===== src/shared/pifl_defines.vh =====
`ifndef PIFL_DEFINES_VH
`define PIFL_DEFINES_VH
// ---------------------------------------------
// register offsets (byte addresses)
// ---------------------------------------------
`define PIFL_ADDR_FLAG 4'h0
`define PIFL_ADDR_MASK 4'h4
`define PIFL_ADDR_CTRL 4'h8
// ---------------------------------------------
// flag bit positions
// ---------------------------------------------
`define PIFL_BIT_ECCP 0
`define PIFL_BIT_T2OV 1
`define PIFL_BIT_VDET 2
`define PIFL_BIT_BCOL 3
// ---------------------------------------------
// capture/compare mode field
// ---------------------------------------------
`define PIFL_MODE_CAPTURE 2'h0
`define PIFL_MODE_COMPARE 2'h1
`define PIFL_MODE_PWM 2'h2
// ---------------------------------------------
// reset values
// ---------------------------------------------
`define PIFL_RST_FLAG 4'h0
`define PIFL_RST_MASK 4'h0
`define PIFL_RST_MODE 2'h0
`endif


===== src/pifl_sticky_bit.v =====
`timescale 1ns/1ps
`include "pifl_defines.vh"
module pifl_sticky_bit (
  sys_clk,
  rst_n,
  set_evt,
  sw_wr,
  sw_wdata,
  sw_rd_clr,
  flag
);
  input wire sys_clk;
  input wire rst_n;
  input wire set_evt;
  input wire sw_wr;
  input wire sw_wdata;
  input wire sw_rd_clr;
  output wire flag;
  reg flag_reg;
  reg flag_next;
  // ---------------------------------------------
  // set wins over any clear
  // ---------------------------------------------
  always @* begin
    flag_next = flag_reg;
    if (sw_rd_clr)
      flag_next = 1'b0;
    if (sw_wr)
      flag_next = sw_wdata;
    if (set_evt)
      flag_next = 1'b1;
  end
  always @(posedge sys_clk or negedge rst_n) begin
    if (!rst_n)
      flag_reg <= 1'b0;
    else
      flag_reg <= flag_next;
  end
  assign flag = flag_reg;
endmodule // pifl_sticky_bit


===== src/pifl_flags.v =====
// Design decisions made here: the placing of the registers and the Wishbone slave port.
`timescale 1ns/1ps
`include "pifl_defines.vh"
// Function
// - collision sets flag, software writes zero
// - voltage trip sets flag until cleared
// - timer overflow sets flag until cleared
// - timer flag reads zero unless an overflow or a software write of one set it
// - capture/compare flag only in large variant
module pifl_flags #(
  parameter LARGE_VARIANT = 1
) (
  sys_clk,
  rst_n,
  wb_cyc_i,
  wb_stb_i,
  wb_we_i,
  wb_adr_i,
  wb_sel_i,
  wb_dat_i,
  wb_dat_o,
  wb_ack_o,
  bus_collision_evt,
  voltage_trip_evt,
  second_timer_count_ovf,
  first_timer_capture_evt,
  first_timer_compare_evt,
  irq,
  bus_collision_flag,
  voltage_detect_flag,
  second_timer_overflow_flag,
  enhanced_capture_compare_flag
);
  input wire sys_clk;
  input wire rst_n;
  input wire wb_cyc_i;
  input wire wb_stb_i;
  input wire wb_we_i;
  input wire [3:0] wb_adr_i;
  input wire [3:0] wb_sel_i;
  input wire [31:0] wb_dat_i;
  output reg [31:0] wb_dat_o;
  output reg wb_ack_o;
  input wire bus_collision_evt;
  input wire voltage_trip_evt;
  input wire second_timer_count_ovf;
  input wire first_timer_capture_evt;
  input wire first_timer_compare_evt;
  output wire irq;
  output wire bus_collision_flag;
  output wire voltage_detect_flag;
  output wire second_timer_overflow_flag;
  output wire enhanced_capture_compare_flag;

  // ---------------------------------------------
  // sizes
  // ---------------------------------------------
  localparam NUM_FLAGS = 4;
  localparam MODE_W = 2;
  localparam DATA_W = 32;
  localparam PAD_FLAG = DATA_W - NUM_FLAGS;
  localparam PAD_MODE = DATA_W - MODE_W;

  // ---------------------------------------------
  // address match, shared by the three register select decodes
  // ---------------------------------------------
  function addr_hit(input [3:0] adr, input [3:0] ofs);
    addr_hit = (adr == ofs);
  endfunction

  // ---------------------------------------------
  // capture/compare event picked by mode
  // ---------------------------------------------
  function cc_pick(input [MODE_W-1:0] mode, input cap_evt, input cmp_evt);
    case (mode)
      `PIFL_MODE_CAPTURE: cc_pick = cap_evt;
      `PIFL_MODE_COMPARE: cc_pick = cmp_evt;
      default: cc_pick = 1'b0;
    endcase
  endfunction

  // ---------------------------------------------
  // internal signals
  // ---------------------------------------------
  wire req;
  wire rd_req;
  wire wr_req;
  wire sel_flag;
  wire sel_mask;
  wire sel_ctrl;
  wire rd_flag;
  wire wr_flag;
  wire wr_mask;
  wire wr_ctrl;
  wire cc_evt;
  wire [NUM_FLAGS-1:0] impl_mask;
  wire [NUM_FLAGS-1:0] evts;
  wire [NUM_FLAGS-1:0] wr_bits;
  wire [NUM_FLAGS-1:0] flags;
  reg [NUM_FLAGS-1:0] mask_reg;
  reg [NUM_FLAGS-1:0] mask_next;
  reg [MODE_W-1:0] mode_reg;
  reg [MODE_W-1:0] mode_next;
  reg [DATA_W-1:0] rdata_next;
  reg ack_next;

  // ---------------------------------------------
  // bus decode
  // ---------------------------------------------
  assign req = wb_cyc_i & wb_stb_i & ~wb_ack_o;
  assign rd_req = req & ~wb_we_i;
  assign wr_req = req & wb_we_i & wb_sel_i[0];
  assign sel_flag = addr_hit(wb_adr_i, `PIFL_ADDR_FLAG);
  assign sel_mask = addr_hit(wb_adr_i, `PIFL_ADDR_MASK);
  assign sel_ctrl = addr_hit(wb_adr_i, `PIFL_ADDR_CTRL);
  assign rd_flag = rd_req & sel_flag;
  assign wr_flag = wr_req & sel_flag;
  assign wr_mask = wr_req & sel_mask;
  assign wr_ctrl = wr_req & sel_ctrl;

  // ---------------------------------------------
  // implemented bits
  // ---------------------------------------------
  assign impl_mask = LARGE_VARIANT ? 4'hf : 4'he;
  assign wr_bits = wb_dat_i[NUM_FLAGS-1:0] & impl_mask;

  // ---------------------------------------------
  // event sources
  // ---------------------------------------------
  assign cc_evt = cc_pick(mode_reg, first_timer_capture_evt, first_timer_compare_evt);
  assign evts[`PIFL_BIT_BCOL] = bus_collision_evt;
  assign evts[`PIFL_BIT_VDET] = voltage_trip_evt;
  assign evts[`PIFL_BIT_T2OV] = second_timer_count_ovf;
  assign evts[`PIFL_BIT_ECCP] = cc_evt & impl_mask[`PIFL_BIT_ECCP];

  // ---------------------------------------------
  // sticky flags, set wins over clear
  // ---------------------------------------------
  genvar i;
  generate
    for (i = 0; i < NUM_FLAGS; i = i + 1) begin : g_flag
      pifl_sticky_bit u_bit (
        .sys_clk(sys_clk),
        .rst_n(rst_n),
        .set_evt(evts[i]),
        .sw_wr(wr_flag & impl_mask[i]),
        .sw_wdata(wr_bits[i]),
        .sw_rd_clr(rd_flag),
        .flag(flags[i])
      );
    end
  endgenerate

  // ---------------------------------------------
  // mask register
  // ---------------------------------------------
  always @* begin
    mask_next = mask_reg;
    if (wr_mask)
      mask_next = wr_bits;
  end

  always @(posedge sys_clk or negedge rst_n) begin
    if (!rst_n)
      mask_reg <= `PIFL_RST_MASK;
    else
      mask_reg <= mask_next;
  end

  // ---------------------------------------------
  // capture/compare mode register
  // ---------------------------------------------
  always @* begin
    mode_next = mode_reg;
    if (wr_ctrl)
      mode_next = wb_dat_i[MODE_W-1:0];
  end

  always @(posedge sys_clk or negedge rst_n) begin
    if (!rst_n)
      mode_reg <= `PIFL_RST_MODE;
    else
      mode_reg <= mode_next;
  end

  // ---------------------------------------------
  // read data
  // ---------------------------------------------
  always @* begin
    rdata_next = wb_dat_o;
    if (rd_req) begin
      case (wb_adr_i)
        `PIFL_ADDR_FLAG: rdata_next = {{PAD_FLAG{1'b0}}, flags};
        `PIFL_ADDR_MASK: rdata_next = {{PAD_FLAG{1'b0}}, mask_reg};
        `PIFL_ADDR_CTRL: rdata_next = {{PAD_MODE{1'b0}}, mode_reg};
        default: rdata_next = {DATA_W{1'b0}};
      endcase
    end
  end

  // ---------------------------------------------
  // acknowledge, one cycle after the request
  // ---------------------------------------------
  always @* begin
    ack_next = req;
  end

  // ---------------------------------------------
  // bus output flops
  // ---------------------------------------------
  always @(posedge sys_clk or negedge rst_n) begin
    if (!rst_n) begin
      wb_ack_o <= 1'b0;
      wb_dat_o <= {DATA_W{1'b0}};
    end else begin
      wb_ack_o <= ack_next;
      wb_dat_o <= rdata_next;
    end
  end

  // ---------------------------------------------
  // interrupt output
  // ---------------------------------------------
  assign irq = |(flags & mask_reg);

  // ---------------------------------------------
  // flag outputs
  // ---------------------------------------------
  assign bus_collision_flag = flags[`PIFL_BIT_BCOL];
  assign voltage_detect_flag = flags[`PIFL_BIT_VDET];
  assign second_timer_overflow_flag = flags[`PIFL_BIT_T2OV];
  assign enhanced_capture_compare_flag = flags[`PIFL_BIT_ECCP];
endmodule // pifl_flags


===== config.mk =====
export PLATFORM = sky130hd
export DESIGN_NAME = pifl_flags
export DESIGN_NICKNAME = d
export VERILOG_FILES = /design/src/pifl_sticky_bit.v /design/src/pifl_flags.v
export VERILOG_INCLUDE_DIRS = /design/src /design/src/shared
export SDC_FILE = /design/constraint.sdc
export NUM_CORES = 1
export LEC_CHECK = 0
export ABC_AREA = 1
export BUFFER_PORTS_ARGS = -buffer_cell sky130_fd_sc_hd__buf_2
export CORE_ASPECT_RATIO = 0.9
export CORE_UTILIZATION = 38
export DETAILED_ROUTE_END_ITERATION = 8
export PLACE_DENSITY = 0.79
export SYNTH_ARGS = -nofsm -noshare
export SYNTH_HDL_FRONTEND = slang
export SYNTH_SLANG_ARGS = --single-unit

===== constraint.sdc =====
create_clock -name sys_clk -period 1.36 [get_ports sys_clk]
set_input_delay 0.068 -clock sys_clk [delete_from_list [all_inputs] [get_ports sys_clk]]
set_output_delay 0.068 -clock sys_clk [all_outputs]
set_load 0.02 [all_outputs]

==> flow_metrics.tcl, run 1 <==
set metrics [dict create \
    whs_endpoint "g_flag[1].u_bit.flag" \
    fin_crit_ns 1.17 \
    cpPeakStageDelay_ns 0.44 \
    grt_pass1_vias 702 \
    drc 1 \
    htreeDepth 1 \
    fp-row-count 17 \
    min_delay_path_depth 5 \
    reg2reg_depth 6 \
    dieWidth_um 57.7 \
    setup_viol 0 \
    fin_nets 223 \
    seq_area_frac_synth 0.354 \
    hold_violations 0 \
    numCtsBuffers 3 \
    cts_root_buf "clkbuf_4" \
    final_util 0.457 \
    die_h_um 52.1 \
    timing.hold.ws_ns 0.0217 \
    worstPathRequired_ns 1.29 \
    critPathKind "reg -> out" \
    cap_violations 0 \
    finClkSkew_ns 0.0140 \
    cts_resized 0 \
    dr.pass1.iters 6 \
    worstHoldStart "second_timer_count_ovf" \
    fin_ws_ns 0.195 \
    grt_overflow 0 \
    leakagePower_uw 0.000704 \
    ant_nets 0 \
    dpl.hpwl_mm 1.55 \
    holdCritPathClass "in -> reg" \
    final_cell_mix "nand2_1, conb_1, buf_2" \
    syn_inst 140 \
    period_share 0.857 \
    insertion_delay_ns 0.29 \
    ir_worst_vdd_v 0.000542 \
    n_antenna_cell 0 \
    rrSetupSlack_ns 0.25 \
    rsz0062_at_grt "no" \
    clkTransAtPathRegs_ns 0.10 \
    yosys.cell_types.count 18 \
    antenna_found_initial 0 \
    crit_chain "nand2_1 > nand4_1 > buf_2" \
    reg2reg_from "wb_ack_o" \
    path_max_fanout 4 \
    placed_cells 195 \
    endpoint_kind "output port" \
    routed_via_density 4.33 \
    dieArea_um2 3000 \
    syn_area_um2 1060 \
    grt_max_degree 16 \
    worstSetupStartpointType "register" \
    avgRoutedWirePerCell_um 9.56 \
    powerDensity_nw_per_um2 847 \
    ys_seq_elements 15 \
    postCtsSetupBuffers 0 \
    grt_use_total 0.138 \
    cp.arrival_ns 1.10 \
    worstReg2RegEnd "g_flag[3].u_bit.flag" \
    core_area_um2 2550 \
    clockBufferDepth 2 \
    crit_slowest_cell "dfrtp_1" \
    slew_viol_final 0 \
    start_util 0.415 \
    drt-total-wl_mm 1.91 \
    violations "design-rule violations" \
    io_buffers 28 \
    yosys_warnings 0 \
    avgSynthCellArea_um2 7.57 \
    dr.first_iter.drc_count 21 \
    gp_congestion 0.737 \
    cts_sinks 15 \
    layout_commonest_cell "nand2_1" \
    vias 865 \
    cts_tree "built" \
    instances_no_fill 200 \
    outcome "complete, but fails checks" \
    grt_pass1_wl_mm 3.14 \
    area_growth_pct 10.0 \
    fin_tns_setup_ns 0 \
    dpl_worst_slack_ns 0.233 \
    fmax_ghz 0.858 \
    drive_above_1_share 0.262 \
    io_pins 88 \
]
-- critical path, delay by kind of cell, from the launching register on --
| family | cells | cell delay [ns] |
|---|---|---|
| buffers and inverters | 1 | 0.17 |
| AND/OR/NAND/NOR | 2 | 0.19 |
| flip-flops | 1 | 0.44 |
-- cell families after synthesis --
group           synth area share
compound gates            0.0283
buf+inv                    0.262
flops                      0.354
other cells              0.00354
simple gates               0.352
-- through the flow --
step	power [uW]	cell area, um^2
5_1_grt	1050	1170
3_3_place_gp	723	1130
4_1_cts	993	1170
6_report	988	1170
2_1_floorplan	713	1160
3_5_place_dp	728	1130
-- where the power goes --
part           internal (uW)  switching [uW]  leakage [uW]
registers                468            17.6      0.000186
clock network            112             155     0.0000139
logic                   63.3             173      0.000505
-- synth_stat cells, drive strengths merged --
cell / n / area, um^2
a21oi: 1 / 5.00
buf: 28 / 210
conb: 1 / 3.75
dfrtp: 15 / 375
inv: 18 / 67.6
nand2: 45 / 186
nand3: 16 / 92.6
nand4: 5 / 31.3
nor2: 5 / 57.6
nor3: 1 / 5.00
o21ai: 5 / 25.0
-- how the worst max path moves through the flow --
stage,cells past startpoint,slack (ns),from,to
2_1_floorplan,6,0.23,wb_ack_o,mode_reg[0]
3_3_place_gp,6,0.25,wb_ack_o,g_flag[0].u_bit.flag
3_5_place_dp,6,0.23,wb_ack_o,g_flag[0].u_bit.flag
4_1_cts,3,0.19,g_flag[0].u_bit.flag,irq
5_1_grt,3,0.12,g_flag[1].u_bit.flag,irq
6_report,3,0.19,g_flag[0].u_bit.flag,irq
-- area by class of cell --
| class | count | area, um^2 |
|---|---|---|
| fill | 263 | 1390 |
| multi-input combinational | 106 | 508 |
| sequential | 15 | 375 |
| timing repair buffer | 29 | 150 |
| inverter | 18 | 67.6 |
| tap | 28 | 35.0 |
| clock buffer | 3 | 22.5 |
| clock inverter | 1 | 7.51 |
-- what timing repair did --
| item | 4_1_cts | 5_1_grt |
|---|---|---|
| endpoints found under the hold margin | 15 | 0 |
| hold buffers | 1 | 0 |
| endpoints found under the setup margin | 0 | 0 |
-- per-layer routing --
layer | up-vias | global-route usage | part of all wire
met1 | 393 | 0.176 | 0.45
li1 | 446 | - | -
met3 | 0 | 0.0522 | 0.055
met4 | 0 | 0.0119 | 0
met5 | - | 0 | 0
met2 | 26 | 0.233 | 0.49
(Power assumes the default switching activity.)
==> run 2: changes to the inputs <==
- CORE_UTILIZATION: 38 -> 40
- CTS_BUF_LIST: not set -> sky130_fd_sc_hd__clkbuf_8
- PLACE_DENSITY: 0.79 -> 0.83
==> run 2 against run 1 <==
The flow now finishes without violations. Register-to-register slack is essentially flat. Setup slack gained 0.042 ns. Final cell count is the same. Critical path depth grew 3. Total power grew 9.1%. Die area shrank 4.8%. Critical endpoint is now g_flag[3].u_bit.flag. Clock skew shrank 0.0096 ns. Sequential share of layout area shrank 0.44 points. Non-clock buffer count is the same. Cell area grew 1.4%. Combinational power is essentially flat. Sequential power is essentially flat.
==> flow_metrics.tcl, run 2 (synthesized netlist as in run 1, its figures left out) <==
set metrics [dict create \
    setup_viol 0 \
    leakagePower_uw 0.000716 \
    cp.arrival_ns 1.26 \
    hold_violations 0 \
    dr.first_iter.drc_count 12 \
    drt-total-wl_mm 1.82 \
    fin_ws_ns 0.236 \
    powerDensity_nw_per_um2 911 \
    gp_congestion 0.750 \
    period_share 0.826 \
    cts_tree "built" \
    final_cell_mix "nand2_1, conb_1, buf_2" \
    grt_pass1_vias 727 \
    routed_via_density 4.18 \
    finClkSkew_ns 0.00439 \
    numCtsBuffers 3 \
    critPathKind "reg -> reg" \
    core_area_um2 2490 \
    cts_sinks 15 \
    dieWidth_um 56.3 \
    ant_nets 0 \
    drc 0 \
    grt_overflow 0 \
    io_pins 88 \
    cts_root_buf "clkbuf_8" \
    fp-row-count 17 \
    holdCritPathClass "in -> reg" \
    fmax_ghz 0.890 \
    worstPathRequired_ns 1.49 \
    io_buffers 28 \
    grt_pass1_wl_mm 2.98 \
    grt_use_total 0.134 \
    timing.hold.ws_ns 0.0720 \
    slew_viol_final 0 \
    fin_nets 223 \
    cap_violations 0 \
    outcome "finished clean" \
    drive_above_1_share 0.262 \
    start_util 0.426 \
    fin_tns_setup_ns 0 \
    n_antenna_cell 0 \
    rsz0062_at_grt "no" \
    dr.pass1.iters 4 \
    dpl.hpwl_mm 1.52 \
    clockBufferDepth 2 \
    area_growth_pct 11.6 \
    grt_max_degree 16 \
    clkTransAtPathRegs_ns 0.06 \
    htreeDepth 1 \
    layout_commonest_cell "nand2_1" \
    worstSetupStartpointType "register" \
    fillers 259 \
    vias 835 \
    endpoint_kind "register" \
    path_max_fanout 9 \
    dpl_worst_slack_ns 0.240 \
    avgRoutedWirePerCell_um 9.10 \
    postCtsSetupBuffers 0 \
    insertion_delay_ns 0.24 \
    ir_worst_vdd_v 0.000575 \
    antenna_found_initial 0 \
    fin_crit_ns 1.12 \
    die_h_um 50.8 \
    dieArea_um2 2860 \
]
run 2: layer usage:
| metal | up-vias | part of all wire | GRT usage |
|---|---|---|---|
| met4 | 0 | 0 | 0.0244 |
| met1 | 368 | 0.44 | 0.158 |
| met3 | 0 | 0.043 | 0.0380 |
| met2 | 21 | 0.52 | 0.246 |
| li1 | 446 | - | - |
| met5 | - | 0 | 0 |
run 2: worst paths after layout:
kind / start / endpoint / slack [ns] / cells after the start
setup / recovery: wb_ack_o / g_flag[3].u_bit.flag / 0.24 / 6
hold / removal: wb_dat_i[3] / mask_reg[3] / 0.07 / 3
setup reg to reg: wb_ack_o / g_flag[3].u_bit.flag / 0.24 / 6
hold reg to reg: wb_dat_o[2] / wb_dat_o[2] / 0.47 / 2
max in group asynchronous: rst_n / mask_reg[3] / 0.85 / 2
min in group asynchronous: rst_n / wb_dat_o[0] / 0.26 / 2
run 2: worst max-delay path, stage by stage (launching register included):
cell and delay, ns:
dfrtp_1 0.37, inv_1 0.09, nand3_4 0.11, nor2_8 0.20, nand2_2 0.11, nand3_1 0.08, nand2_1 0.06
run 2: cell type report:
type                    instances  area (um^2)  share of cell area
repair buffers                 29          150               0.127
flip-flops and latches         15          375               0.317
clock buffers                   3         41.3              0.0349
well taps                      28         35.0              0.0296
multi-input cells             106          508               0.430
inverters                      18         67.6              0.0571
clock inverters                 1         5.00             0.00423
run 2: timing repair:
item / CTS / global route
gates resized for setup: 0 / 0
endpoints found under the hold margin: 15 / 0
hold buffers: 1 / 0
run 2: metrics by stage:
stage | utilization | total power, uW | instances | instance area [um^2]
finish | 0.475 | 1080 | 200 | 1180
global placement | 0.452 | 722 | 195 | 1130
global route | 0.475 | 1140 | 200 | 1180
CTS | 0.475 | 1090 | 200 | 1180
floorplan | - | 713 | 167 | 1160
detailed placement | 0.452 | 727 | 195 | 1130
run 2: where the power goes:
group / switching [uW] / total [uW] / internal (uW)
sequential: 16.1 / 485 / 468
clock: 156 / 358 / 202
combinational: 172 / 235 / 63.3
